**config.mk**
```make
export PLATFORM = sky130hd
export DESIGN_NAME = sowd_top
export DESIGN_NICKNAME = d
export VERILOG_FILES = /design/src/hw/sowd_pkg.sv /design/src/hw/sowd_edge_sync.sv /design/src/hw/sowd_wd_counter.sv /design/src/hw/sowd_top.sv
export VERILOG_INCLUDE_DIRS = /design/src /design/src/hw
export SDC_FILE = /design/constraint.sdc
export NUM_CORES = 1
export LEC_CHECK = 0
export BUFFER_PORTS_ARGS = -buffer_cell sky130_fd_sc_hd__clkbuf_2
export CAP_MARGIN = 40
export CORE_ASPECT_RATIO = 2
export CORE_MARGIN = 2
export CORE_UTILIZATION = 36
export DETAILED_ROUTE_END_ITERATION = 6
export GPL_TIMING_DRIVEN = 0
export HOLD_SLACK_MARGIN = 0.03
export PLACE_DENSITY = 0.62
export SKIP_LAST_GASP = 1
export SLEW_MARGIN = 20
export SYNTH_ARGS = -nofsm -noshare
export SYNTH_HDL_FRONTEND = slang
export SYNTH_SLANG_ARGS = --single-unit
export TNS_END_PERCENT = 1
```
**constraint.sdc**
```tcl
create_clock -name core_clk -period 3.5 [get_ports core_clk]
set_input_delay 0.35 -clock core_clk [delete_from_list [all_inputs] [get_ports core_clk]]
set_output_delay 0.35 -clock core_clk [all_outputs]
set_load 0.02 [all_outputs]
```
**src/hw/sowd_map.svh**
```systemverilog
// register map, field positions, reset values and timing counts of the system option block
`ifndef SOWD_MAP_SVH
`define SOWD_MAP_SVH

`define SOWD_ADDR_W            8
`define SOWD_DATA_W            8

`define SOWD_OFS_OPT_ONE       8'h00
`define SOWD_OFS_OPT_TWO       8'h01
`define SOWD_OFS_ID_HIGH       8'h02
`define SOWD_OFS_ID_LOW        8'h03
`define SOWD_OFS_RST_STATUS    8'h04

`define SOWD_O1_TMO_HI         7
`define SOWD_O1_TMO_LO         6
`define SOWD_O1_STOP           5
`define SOWD_O1_WMASK          8'hE3

`define SOWD_O2_CLKSEL         7
`define SOWD_O2_WINDOW         6
`define SOWD_O2_FILT_A         2
`define SOWD_O2_FILT_B         1
`define SOWD_O2_ROUTE          0
`define SOWD_O2_WMASK          8'hC7

`define SOWD_ST_COP            5
`define SOWD_ST_ILLEGAL_OPCODE_FLAG           4

`define SOWD_OPT_ONE_RESET     8'hC0
`define SOWD_OPT_TWO_RESET     8'h00

`define SOWD_SVC_KEY_FIRST     8'h55
`define SOWD_SVC_KEY_SECOND    8'hAA

// arbitrary neutral value
`define SOWD_PART_NUMBER       12'h5A3

`define SOWD_LPO_PERIOD_MS     1
`define SOWD_LPO_TMO_1_MS      32
`define SOWD_LPO_TMO_2_MS      256
`define SOWD_LPO_TMO_3_MS      1024
`define SOWD_LPO_OVF_1         (`SOWD_LPO_TMO_1_MS / `SOWD_LPO_PERIOD_MS)
`define SOWD_LPO_OVF_2         (`SOWD_LPO_TMO_2_MS / `SOWD_LPO_PERIOD_MS)
`define SOWD_LPO_OVF_3         (`SOWD_LPO_TMO_3_MS / `SOWD_LPO_PERIOD_MS)
`define SOWD_BUS_OVF_1         8192
`define SOWD_BUS_OVF_2         65536
`define SOWD_BUS_OVF_3         262144
`define SOWD_BUS_WIN_1         6144
`define SOWD_BUS_WIN_2         49152
`define SOWD_BUS_WIN_3         196608

`endif

```
**src/hw/sowd_pkg.sv**
```systemverilog
// types shared by the system option and watchdog block
package sowd_pkg;

   typedef struct packed {
      logic [7:0] addr;
      logic [7:0] wdata;
      logic       wr;
      logic       rd;
   } sowd_bus_req_s;

   typedef struct packed {
      logic       watchdog_clock_select;
      logic       watchdog_window_mode;
      logic [1:0] watchdog_timeout_select;
   } sowd_wd_cfg_s;

   typedef struct packed {
      logic stop_permit;
      logic port_a_serial_filter_enable;
      logic port_b_serial_filter_enable;
      logic comparator_to_capture_route;
   } sowd_sys_cfg_s;

   typedef enum logic [0:0] {
      SOWD_SVC_IDLE,
      SOWD_SVC_ARMED
   } sowd_svc_e;

endpackage

```
**src/hw/sowd_edge_sync.sv**
```systemverilog
// two-flop synchroniser with rising-edge tick for the low-power oscillator pin
`timescale 1ns/1ps
`default_nettype none
module sowd_edge_sync
(
   // clock and reset
   input  wire logic core_clk,
   input  wire logic srst,
   input  wire logic ce,
   // pin side
   input  wire logic pin_in,
   // core side
   output var  logic rise_tick
);
   logic meta;
   logic stable;
   logic prev;

   // meta feeds only stable; edge detect looks at later stages
   always_ff @(posedge core_clk)
   begin
      if (srst)
      begin
         meta      <= 1'b0;
         stable    <= 1'b0;
         prev      <= 1'b0;
         rise_tick <= 1'b0;
      end
      else if (ce)
      begin
         meta      <= pin_in;
         stable    <= meta;
         prev      <= stable;
         rise_tick <= stable & ~prev;
      end
   end
endmodule // sowd_edge_sync
`default_nettype wire

```
**src/hw/sowd_wd_counter.sv**
```systemverilog
// watchdog up-counter with clear and advance
`timescale 1ns/1ps
`default_nettype none
module sowd_wd_counter
#(
   parameter int CNT_W = 18
)
(
   // clock and reset
   input  wire logic             core_clk,
   input  wire logic             srst,
   input  wire logic             ce,
   // control
   input  wire logic             clear,
   input  wire logic             advance,
   // state
   output var  logic [CNT_W-1:0] count
);
   generate
      if (CNT_W < 1)
      begin : g_bad_width
         $error("counter width must be at least one");
      end
   endgenerate

   // clear outranks advance so a service never loses to a tick
   always_ff @(posedge core_clk)
   begin
      if (srst)
         count <= '0;
      else if (ce)
      begin
         if (clear)
            count <= '0;
         else if (advance)
            count <= count + 1'b1;
      end
   end
endmodule // sowd_wd_counter
`default_nettype wire

```
**src/hw/sowd_top.sv**
```systemverilog
// system option registers, part identity and watchdog of the small controller
//
// Summary of operation
// - option one always readable, bits 3:2 zero
// - option one takes first write only
// - timeout field plus clock select; zero disables
// - oscillator source: 2^5, 2^8 or 2^10 ticks
// - bus source: 2^13, 2^16, 2^18 cycles
// - early status write in window resets device
// - window service is 0x55 then 0xAA
// - bus windows open at 6144/49152/196608 cycles
// - stop forbidden by default; stop forces reset only while option one bit 5 is clear
// - option two clock/window bits write once
// - bits 2,1 enable serial port filters
// - bit 0 routes comparator to capture
// - identity reserved bits, writes ignored
// - twelve-bit hard-coded part number readable
// - normal mode: any status write clears counter
// - timeout resets device, sets sticky cause flag
`include "sowd_map.svh"
`timescale 1ns/1ps
`default_nettype none
module sowd_top
#(
   parameter int CNT_W      = 18,
   parameter int LPO_OVF_1  = `SOWD_LPO_OVF_1,
   parameter int LPO_OVF_2  = `SOWD_LPO_OVF_2,
   parameter int LPO_OVF_3  = `SOWD_LPO_OVF_3,
   parameter int BUS_OVF_1  = `SOWD_BUS_OVF_1,
   parameter int BUS_OVF_2  = `SOWD_BUS_OVF_2,
   parameter int BUS_OVF_3  = `SOWD_BUS_OVF_3,
   parameter int BUS_WIN_1  = `SOWD_BUS_WIN_1,
   parameter int BUS_WIN_2  = `SOWD_BUS_WIN_2,
   parameter int BUS_WIN_3  = `SOWD_BUS_WIN_3
)
(
   // clock, reset, enable
   input  wire logic                    core_clk,
   input  wire logic                    srst,
   input  wire logic                    ce,
   input  wire logic                    por_clear,
   // register port
   input  wire sowd_pkg::sowd_bus_req_s bus_req,
   output var  logic [7:0]              rdata,
   // pins and core events
   input  wire logic                    lpo_clk_pin,
   input  wire logic                    stop_exec,
   // configuration out
   output var  sowd_pkg::sowd_wd_cfg_s  wd_cfg,
   output var  sowd_pkg::sowd_sys_cfg_s sys_cfg,
   // reset requests
   output var  logic                    wd_reset_req,
   output var  logic                    illegal_opcode_flag_reset_req
);
   import sowd_pkg::*;

   localparam int CW = CNT_W + 1;

   generate
      if (BUS_OVF_3 > 2**CNT_W || LPO_OVF_3 > 2**CNT_W)
      begin : g_bad_cnt
         $error("counter too narrow for the longest timeout");
      end
      if (BUS_WIN_1 >= BUS_OVF_1 || BUS_WIN_2 >= BUS_OVF_2 || BUS_WIN_3 >= BUS_OVF_3)
      begin : g_bad_win
         $error("window must open before overflow");
      end
      if (LPO_OVF_1 < 2 || BUS_OVF_1 < 2)
      begin : g_bad_ovf
         $error("overflow counts must be at least two");
      end
   endgenerate

   // overflow count for the selected source and code
   function automatic logic [CW-1:0] wd_limit(input logic csel, input logic [1:0] tmo);
      logic [CW-1:0] lim;
      lim = '0;
      case ({csel, tmo})
         3'b001:  lim = CW'(LPO_OVF_1);
         3'b010:  lim = CW'(LPO_OVF_2);
         3'b011:  lim = CW'(LPO_OVF_3);
         3'b101:  lim = CW'(BUS_OVF_1);
         3'b110:  lim = CW'(BUS_OVF_2);
         3'b111:  lim = CW'(BUS_OVF_3);
         default: lim = '0;
      endcase
      return lim;
   endfunction

   // elapsed count at which the service window opens
   function automatic logic [CW-1:0] wd_window(input logic [1:0] tmo);
      logic [CW-1:0] w;
      w = '0;
      case (tmo)
         2'b01:   w = CW'(BUS_WIN_1);
         2'b10:   w = CW'(BUS_WIN_2);
         2'b11:   w = CW'(BUS_WIN_3);
         default: w = '0;
      endcase
      return w;
   endfunction

   logic [7:0]       opt_one;
   logic [7:0]       opt_two;
   logic             opt_one_done;
   logic             opt_two_done;
   logic             cop_cause;
   logic             illegal_opcode_flag_cause;
   logic             status_cop;
   logic             status_illegal_opcode_flag;
   logic             srst_seen;
   sowd_svc_e        svc_state;
   sowd_svc_e        next_svc;
   logic [CNT_W-1:0] wd_count;
   logic             lpo_tick;

   // address decode
   wire hit_one    = bus_req.addr == `SOWD_OFS_OPT_ONE;
   wire hit_two    = bus_req.addr == `SOWD_OFS_OPT_TWO;
   wire hit_idh    = bus_req.addr == `SOWD_OFS_ID_HIGH;
   wire hit_idl    = bus_req.addr == `SOWD_OFS_ID_LOW;
   wire hit_status = bus_req.addr == `SOWD_OFS_RST_STATUS;
   wire wr_one     = bus_req.wr && hit_one && !opt_one_done;
   wire wr_two     = bus_req.wr && hit_two && !opt_two_done;
   wire svc_wr     = bus_req.wr && hit_status;

   // watchdog configuration
   wire [1:0]    tmo_sel    = opt_one[`SOWD_O1_TMO_HI:`SOWD_O1_TMO_LO];
   wire          clk_sel    = opt_two[`SOWD_O2_CLKSEL];
   wire          win_mode   = opt_two[`SOWD_O2_WINDOW];
   wire          wd_enabled = tmo_sel != 2'b00;
   // windowing only exists for the bus source; oscillator codes ignore it
   wire          win_active = win_mode && clk_sel && wd_enabled;
   wire          advance    = wd_enabled && (clk_sel || lpo_tick);
   wire [CW-1:0] limit      = wd_limit(clk_sel, tmo_sel);
   wire [CW-1:0] win_open   = wd_window(tmo_sel);
   wire [CW-1:0] cnt_ext    = {1'b0, wd_count};
   wire          timeout    = advance && (cnt_ext == limit - 1'b1);

   // window servicing
   wire early     = win_active && (cnt_ext < win_open);
   wire violation = svc_wr && early;
   wire key_one   = bus_req.wdata == `SOWD_SVC_KEY_FIRST;
   wire key_two   = bus_req.wdata == `SOWD_SVC_KEY_SECOND;
   wire win_svc   = svc_wr && win_active && !early && svc_state == SOWD_SVC_ARMED && key_two;
   wire norm_svc  = svc_wr && !win_active;
   wire wd_clear  = norm_svc || win_svc || violation || timeout;
   wire wd_fire   = timeout || violation;
   wire stop_bad  = stop_exec && !opt_one[`SOWD_O1_STOP];

   // the 0x55 key arms; anything else in the window disarms, and clears only if it is 0xAA while armed
   always_comb
   begin
      next_svc = svc_state;
      if (svc_wr)
      begin
         if (!win_active || early)
            next_svc = SOWD_SVC_IDLE;
         else if (key_one)
            next_svc = SOWD_SVC_ARMED;
         else
            next_svc = SOWD_SVC_IDLE;
      end
   end

   // read selection; unmapped and reserved bits read zero
   wire [7:0] id_high = {4'h0, 4'(`SOWD_PART_NUMBER >> 8)};
   wire [7:0] id_low  = 8'(`SOWD_PART_NUMBER);
   wire [7:0] status  = {2'b00, status_cop, status_illegal_opcode_flag, 4'h0};
   wire [7:0] rd_mux  = hit_one    ? (opt_one & `SOWD_O1_WMASK) :
                        hit_two    ? (opt_two & `SOWD_O2_WMASK) :
                        hit_idh    ? id_high :
                        hit_idl    ? id_low :
                        hit_status ? status : 8'h00;

   sowd_edge_sync u_lpo_sync
   (
      .core_clk  (core_clk),
      .srst      (srst),
      .ce        (ce),
      .pin_in    (lpo_clk_pin),
      .rise_tick (lpo_tick)
   );

   sowd_wd_counter #(.CNT_W(CNT_W)) u_counter
   (
      .core_clk (core_clk),
      .srst     (srst),
      .ce       (ce),
      .clear    (wd_clear),
      .advance  (advance),
      .count    (wd_count)
   );

   // write-once option registers; the first write is honoured even if it
   // equals the reset value, so boot code must always write them
   always_ff @(posedge core_clk)
   begin
      if (srst)
      begin
         opt_one      <= `SOWD_OPT_ONE_RESET;
         opt_one_done <= 1'b0;
      end
      else if (ce && wr_one)
      begin
         opt_one      <= bus_req.wdata & `SOWD_O1_WMASK;
         opt_one_done <= 1'b1;
      end
   end

   always_ff @(posedge core_clk)
   begin
      if (srst)
      begin
         opt_two      <= `SOWD_OPT_TWO_RESET;
         opt_two_done <= 1'b0;
      end
      else if (ce && wr_two)
      begin
         opt_two      <= bus_req.wdata & `SOWD_O2_WMASK;
         opt_two_done <= 1'b1;
      end
   end

   always_ff @(posedge core_clk)
   begin
      if (srst)
         svc_state <= SOWD_SVC_IDLE;
      else if (ce)
         svc_state <= next_svc;
   end

   // causes are wiped by srst as well as power-on; the status captures them on the first srst cycle
   always_ff @(posedge core_clk)
   begin
      if (por_clear || srst)
      begin
         cop_cause  <= 1'b0;
         illegal_opcode_flag_cause <= 1'b0;
      end
      else if (ce)
      begin
         cop_cause  <= cop_cause | wd_fire;
         illegal_opcode_flag_cause <= illegal_opcode_flag_cause | stop_bad;
      end
   end

   always_ff @(posedge core_clk)
   begin
      srst_seen <= srst;
      if (por_clear)
      begin
         status_cop  <= 1'b0;
         status_illegal_opcode_flag <= 1'b0;
      end
      else if (srst && !srst_seen)
      begin
         status_cop  <= cop_cause;
         status_illegal_opcode_flag <= illegal_opcode_flag_cause;
      end
   end

   always_ff @(posedge core_clk)
   begin
      if (srst)
      begin
         wd_reset_req   <= 1'b0;
         illegal_opcode_flag_reset_req <= 1'b0;
         rdata          <= 8'h00;
      end
      else if (ce)
      begin
         wd_reset_req   <= wd_fire;
         illegal_opcode_flag_reset_req <= stop_bad;
         rdata          <= bus_req.rd ? rd_mux : 8'h00;
      end
   end

   always_ff @(posedge core_clk)
   begin
      if (srst)
      begin
         wd_cfg  <= '0;
         sys_cfg <= '0;
      end
      else if (ce)
      begin
         wd_cfg  <= {clk_sel, win_mode, tmo_sel};
         sys_cfg <= {opt_one[`SOWD_O1_STOP], opt_two[`SOWD_O2_FILT_A],
                     opt_two[`SOWD_O2_FILT_B], opt_two[`SOWD_O2_ROUTE]};
      end
   end
endmodule // sowd_top
`default_nettype wire

```
; ---- Yosys cells after proc, flatten, opt, wreduce, memory -nomap -nowiden
; Cells that the tools add are included.
[totals]
romBits = 0
out_inout_bits = 18
regBits = 58
ram_bits = 0
latchBits = 0
mem_count = 0
[classes]
div = 0
n_eq_ne = 16
n_shift = 0
mul = 0
reduce_logical = 38
n_bitwise = 4
magnitude_cmp = 1
muxes = 12
n_addsub = 2
[op_table]
columns = operator, count
row1 = one-hot mux 19 bit (6 select lines), 1
row2 = one-hot mux 18 bit (3 select lines), 1
row3 = two-way mux 8 bit, 5
row4 = two-way mux 18 bit, 2
row5 = logical AND 1 bit, 20
row6 = == test 18 x 19 -> 1 bit, 1
row7 = < comparator 18 x 19 -> 1 bit, 1
row8 = "subtractor 19 x 1 -> 19 bit, second input constant", 1
row9 = "adder 18 x 1 -> 18 bit, second input constant", 1
row10 = "== test 8 x 2 -> 1 bit, second input constant", 2
row11 = "== test 3 bit, second input constant", 3
row12 = "== test 8 x 1 -> 1 bit, second input constant", 1
row13 = "== test 8 x 3 -> 1 bit, second input constant", 1
row14 = "== test 8 x 7 -> 1 bit, second input constant", 1
row15 = "== test 8 bit, second input constant", 1
row16 = zero test 8 bit, 1
row17 = logical OR 1 bit, 7
row18 = "== test 3 x 2 -> 1 bit, second input constant", 2
row19 = zero test 1 bit, 6
row20 = two-way mux 6 bit, 1
row21 = "== test 2 bit, second input constant", 2
row22 = AND reduction 2 bit, 2
row23 = nonzero test 2 bit, 2
row24 = "== test 3 x 1 -> 1 bit, second input constant", 1
row25 = 5 further kinds, 7

; ---- Longest topological paths before layout
[depth]
depth_word = 13
ltp_mapped = 13

; ---- Hierarchy
; Synthesis repeated with hierarchy kept, for this count alone.
[unflattened]
hier_cells = 329
area_unflattened_um2 = 2885.3
[by_module_without_submodules]
columns = module, cells_each, instances, area_per_inst_um2, seq_area_each_um2
row1 = sowd_top, 216, 1, 1874.3, 700.7
row2 = sowd_wd_counter, 99, 1, 862.1, 360.3
row3 = sowd_edge_sync, 14, 1, 148.9, 80.1

; ---- Worst setup path before layout
; Ideal clock, no wire load.
[synth_path]
kind = flip-flop to flip-flop
start = register opt_one[7]
end = register u_counter.count[14]
period_less_slack_ns = 2.935
setup_slack_ns = 0.565
required_ns = 3.373
arrival_ns = 2.808
path_stages_with_launch = 14
path_cell_list = dfxtp_1 > buf_2 > buf_1 > nand2b_1 > or2_2 > ha_1 > or3_1 > a221oi_1 > nor4bb_1 > o2111ai_1 > buf_2 > clkbuf_1 > nand4_1 > o211ai_1
[synth_between]
elab_chain_cells = 13
[synth_rtl]
columns = element, line
row1 = from (decl), sowd_top.sv:103  ; logic [7:0] opt_one;
row2 = from (signal assigned), sowd_top.sv:201  ; opt_one <= `SOWD_OPT_ONE_RESET;
row3 = from (signal assigned), sowd_top.sv:206  ; opt_one <= bus_req.wdata & `SOWD_O1_WMASK;
row4 = branches (longest 13 deep; another with subtractor 19 x 1 -> 19 bit), n/a
row5 = to (signal assigned), sowd_wd_counter.sv:36  ; count <= count + 1'b1;
row6 = to (decl), sowd_wd_counter.sv:17  ; output var logic [CNT_W-1:0] count
; Several ways; the timed one is not identified.
; A chain may end at the register's enable or synchronous reset.

; ---- Worst setup path after layout
[layout_path]
start = register opt_one[7]
end = register u_counter.count[16]
; Same word-level chain as after synthesis.

==> summary by stage <==
Layout
The sequential cells in the finished layout cover a total of 1140 um^2. Fill cells in the final layout number 815. The final cell count without fillers is 536. The finished layout cell area is 3740 um^2.

The number of antenna diodes in the final layout is 0. The layout overhead on the synthesized area is 20.9%. Of the cells placed in the final design, the portion with a size suffix greater than 1 is 17.1%. The final layout contains 464 nets.

Summing all multi-input logic gate instances after layout gives 1780 um^2. Cells fill 45.1% of the core in the end.

Place
The number of buffers inserted by port buffering is 39. The total half-perimeter wirelength after legalization and detailed placement is 6890 um. The placed cell area is 3410 um^2. The final weighted congestion in routability-driven placement is 0.879. The placed cell count is 520.

Route
The number of nets still failing antenna checks after routing is 0. The number of DRC violations after detailed-routing iteration 0 is 93. In the routed design, unresolved DRC markers number 0. The via density per instance is 5.57. The number of iterations in the first detailed-routing pass is 4. The detailed router placed 2986 vias in this run. In the final routed layout, each cell accounts on average for 16.6 um. The routed wire length is 8880 um.

Critical path
The arrival time at the worst endpoint is 3.44 ns. In this run the worst path has a maximum fanout of 10. Across all register-to-register paths, the minimum setup slack is 0.25 ns. For the worst setup path, the data required time is 3.69 ns. STA classifies the critical path endpoint as a register.

The critical path in this run is classified as reg -> reg. The worst setup path is launched from a register.

Logic synthesis
The cell area after technology mapping is 3100 um^2. The most frequently used cell type in the post-synthesis netlist is sky130_fd_sc_hd__dfxtp_1. The mux contribution to synthesized area is 8.16%. The adder and majority gate portion of the synthesized area is 2.83%. Summing the areas of all compound-gate instances in the mapped netlist gives 16.9% of the synthesized area. The synthesized design spends more area on one cell type than any other, namely sky130_fd_sc_hd__dfxtp_1. The proportion of synthesized chip area in sequential cells is 36.9%.

The number of synthesized register bits is 57. Of the total synthesized cell area, the portion taken by AND, OR, NAND and NOR gates is 28.1%. The leading register cell type out of synthesis is sky130_fd_sc_hd__dfxtp_1. The number of synthesized flops with an enable pin is 0. Summing the areas of all xor and xnor instances in the mapped netlist gives 0.849% of the synthesized area. Yosys printed 0 warnings. The synthesized area per cell is 8.08 um^2.

The number of nets in the synthesized netlist is 414. After synthesis, the cell types taking the most area are sky130_fd_sc_hd__dfxtp_1, sky130_fd_sc_hd__mux2i_1, sky130_fd_sc_hd__nor2_1. In the synthesized netlist the async set-or-reset flop fraction comes to 0%. The largest family of logic cells by synthesized area is simple AND/OR/NAND/NOR gates. After technology mapping, the gate count stands at 383. The top cell type's share of synthesized area is 36.9%. The number of distinct library cell variants in the gate-level netlist after synthesis is 58. By count the netlist is led by sky130_fd_sc_hd__dfxtp_1, sky130_fd_sc_hd__nor2_1, sky130_fd_sc_hd__nand2_1.

STA
Setup violations remaining at the end of the flow were counted as 0. The worst path needs 3.25 ns of the cycle, external delays included. The final period utilization is 92.7%. The hold violation total from the final report was 0.

At the pin with the least slew margin, the transition time is 0.811 ns. Setup repair after global routing left no endpoint under its margin. The count of final max-slew check failures is 0. For the final database, setup skew stands at 0.00458 ns.

The worst slew slack as a fraction of its limit is 45.9%. The highest achievable clock rate is 308 MHz.

Floorplan
The number of placement rows is 47. The floorplan step set the die width to 69.6 um. The I/O pin count is 42. In this run the standard cell core region covers 8290 um^2.

The floorplan step defined a die boundary enclosing 9400 um^2. Once the floorplan was initialized, standard cells occupied 37.3% of the core. The height of the chip is 135 um.

GRT
The initial antenna violation count came to 0. Entering global routing, the biggest net connects 11 pins. The first global-routing pass estimated 14700 um of wire.

The total overflow left after global routing is 0. The total global-route track usage is 19.7%. The number of global-route vias before repair is 3031.

Clock network
Clock-pin slew was measured on the worst setup and hold paths at 0.05 ns. At the later pin of the worst-skew pair, clock insertion delay measures 0.32 ns. The cell sitting at the root of the clock tree is a sky130_fd_sc_hd__clkbuf_16. The longest clock path from root to sink contains 2 buffers. The number of clock buffers added by TritonCTS is 9. TritonCTS built the clock tree. The number of setup buffers added after CTS is 0. The number of sinks driven by the clock tree is 57.

The H-tree generated during clock tree synthesis spans 3 levels.

Status
The flow ran to the end, and the final reports show no timing, DRC or antenna violations.

Pwr
The leakage dissipation is 1.54 nW. In this run the power density over the cells is 437 nW/um^2. The power after layout is 1.64 mW.

The worst-case IR drop observed on VDD is 0.000315 V.

Hold path
The worst hold path belongs to the class in -> reg.

Job
Across the run, the number of max-cap violations was 0.
path summary, 6_finish.rpt:
| path | from | end | cells past startpoint |
|---|---|---|---|
| min | srst | srst_seen$_DFF_P_ | 1 |
| min reg2reg | illegal_opcode_flag_cause$_SDFFE_PP0P_ | status_illegal_opcode_flag$_SDFFE_PP0P_ | 2 |
| max reg2reg | opt_one[7]$_SDFFE_PP1P_ | u_counter.count[16]$_SDFFE_PP0P_ | 13 |
| max | opt_one[7]$_SDFFE_PP1P_ | u_counter.count[16]$_SDFFE_PP0P_ | 13 |
stage by stage:
step / setup WS, ns / TNS, ns / hold slack [ns]
detailed placement: -0.176 / -1.07 / 0.440
global route: 0.0319 / 0 / 0.139
floorplan: 0.565 / 0 / 0.378
finish: 0.254 / 0 / 0.150
global placement: -0.0179 / -0.0179 / 0.436
CTS: 0.0284 / 0 / 0.138
registers in the layout (all words and copies together), names as in the netlist, 4 cells and up:
signal,count
opt_two,5
sys_cfg,4
opt_one,5
wd_cfg,4
rdata,7
u_counter.count,18
worst max-delay path: stages (launching register included):
cell	delay, ns
sky130_fd_sc_hd__dfxtp_1	0.29
sky130_fd_sc_hd__buf_2	0.19
sky130_fd_sc_hd__buf_4	0.21
sky130_fd_sc_hd__nand2b_1	0.12
sky130_fd_sc_hd__or2_2	0.30
sky130_fd_sc_hd__ha_1	0.26
sky130_fd_sc_hd__or3_1	0.35
sky130_fd_sc_hd__a221oi_2	0.27
sky130_fd_sc_hd__nor4bb_2	0.25
sky130_fd_sc_hd__o2111ai_1	0.18
sky130_fd_sc_hd__buf_4	0.23
sky130_fd_sc_hd__clkbuf_2	0.21
sky130_fd_sc_hd__nand4_1	0.14
sky130_fd_sc_hd__nand3_1	0.12
kinds of logic (layout without fill, tap and decap cells):
kind of cell | Yosys count | count (layout)
mux | 25 | 25
buf+inv | 46 | 101
flops | 57 | 57
simple gates | 173 | 173
fa+ha+maj | 7 | 7
compound gates | 71 | 71
xor+xnor | 3 | 3
other cells | 1 | 1
final cells by class:
class / count / share of cell area [%]
clock buffers: 14 / 7.32
repair buffers: 39 / 5.21
well taps: 98 / 3.28
clock inverters: 2 / 0.936
multi-input cells: 280 / 47.5
inverters: 19 / 1.91
flip-flops and latches: 57 / 30.5
plain buffers: 27 / 3.41
power by group:
part | internal, mW | switching, mW | leakage (nW) | total (mW)
Clock | 0.608 | 0.289 | 0.153 | 0.897
Combinational | 0.0294 | 0.0516 | 0.924 | 0.0810
Sequential | 0.656 | 0.00340 | 0.461 | 0.659
Total | 1.29 | 0.344 | 1.54 | 1.64
cells in the final DEF, fill, tap and decap left out, types with 6 or more instances in the layout:
cell and n:
sky130_fd_sc_hd__nand2b_1 6, sky130_fd_sc_hd__nor3_1 7, sky130_fd_sc_hd__and3_1 7, sky130_fd_sc_hd__o21ai_0 14, sky130_fd_sc_hd__inv_1 19, sky130_fd_sc_hd__clkbuf_2 41
sky130_fd_sc_hd__ha_1 7, sky130_fd_sc_hd__mux2i_1 23, sky130_fd_sc_hd__dfxtp_1 57, sky130_fd_sc_hd__clkbuf_16 9, sky130_fd_sc_hd__nor2_1 44, sky130_fd_sc_hd__nand2_1 39
sky130_fd_sc_hd__nor2b_1 6, sky130_fd_sc_hd__a21oi_1 18, sky130_fd_sc_hd__nand3_1 23, sky130_fd_sc_hd__nand4_1 16, sky130_fd_sc_hd__o211ai_1 6, sky130_fd_sc_hd__clkbuf_1 18
routing by layer:
| metal | vias to the layer above | wire (um) | global-route usage (%) |
|---|---|---|---|
| li1 | 1472 | - | - |
| met1 | 1384 | 3090 | 18.3 |
| met2 | 94 | 4990 | 38.4 |
| met3 | 36 | 273 | 2.90 |
| met4 | 0 | 524 | 13.6 |
| met5 | - | 0 | 0 |
timing repair:
action | in CTS | in global routing
pin swaps | 0 | 0
hold endpoints to repair | 0 | 0
gates resized for setup | 2 | 8
endpoints found under the setup margin | 10 | 18
hold buffers | 0 | 0
Power figures use the tool's default switching activity.
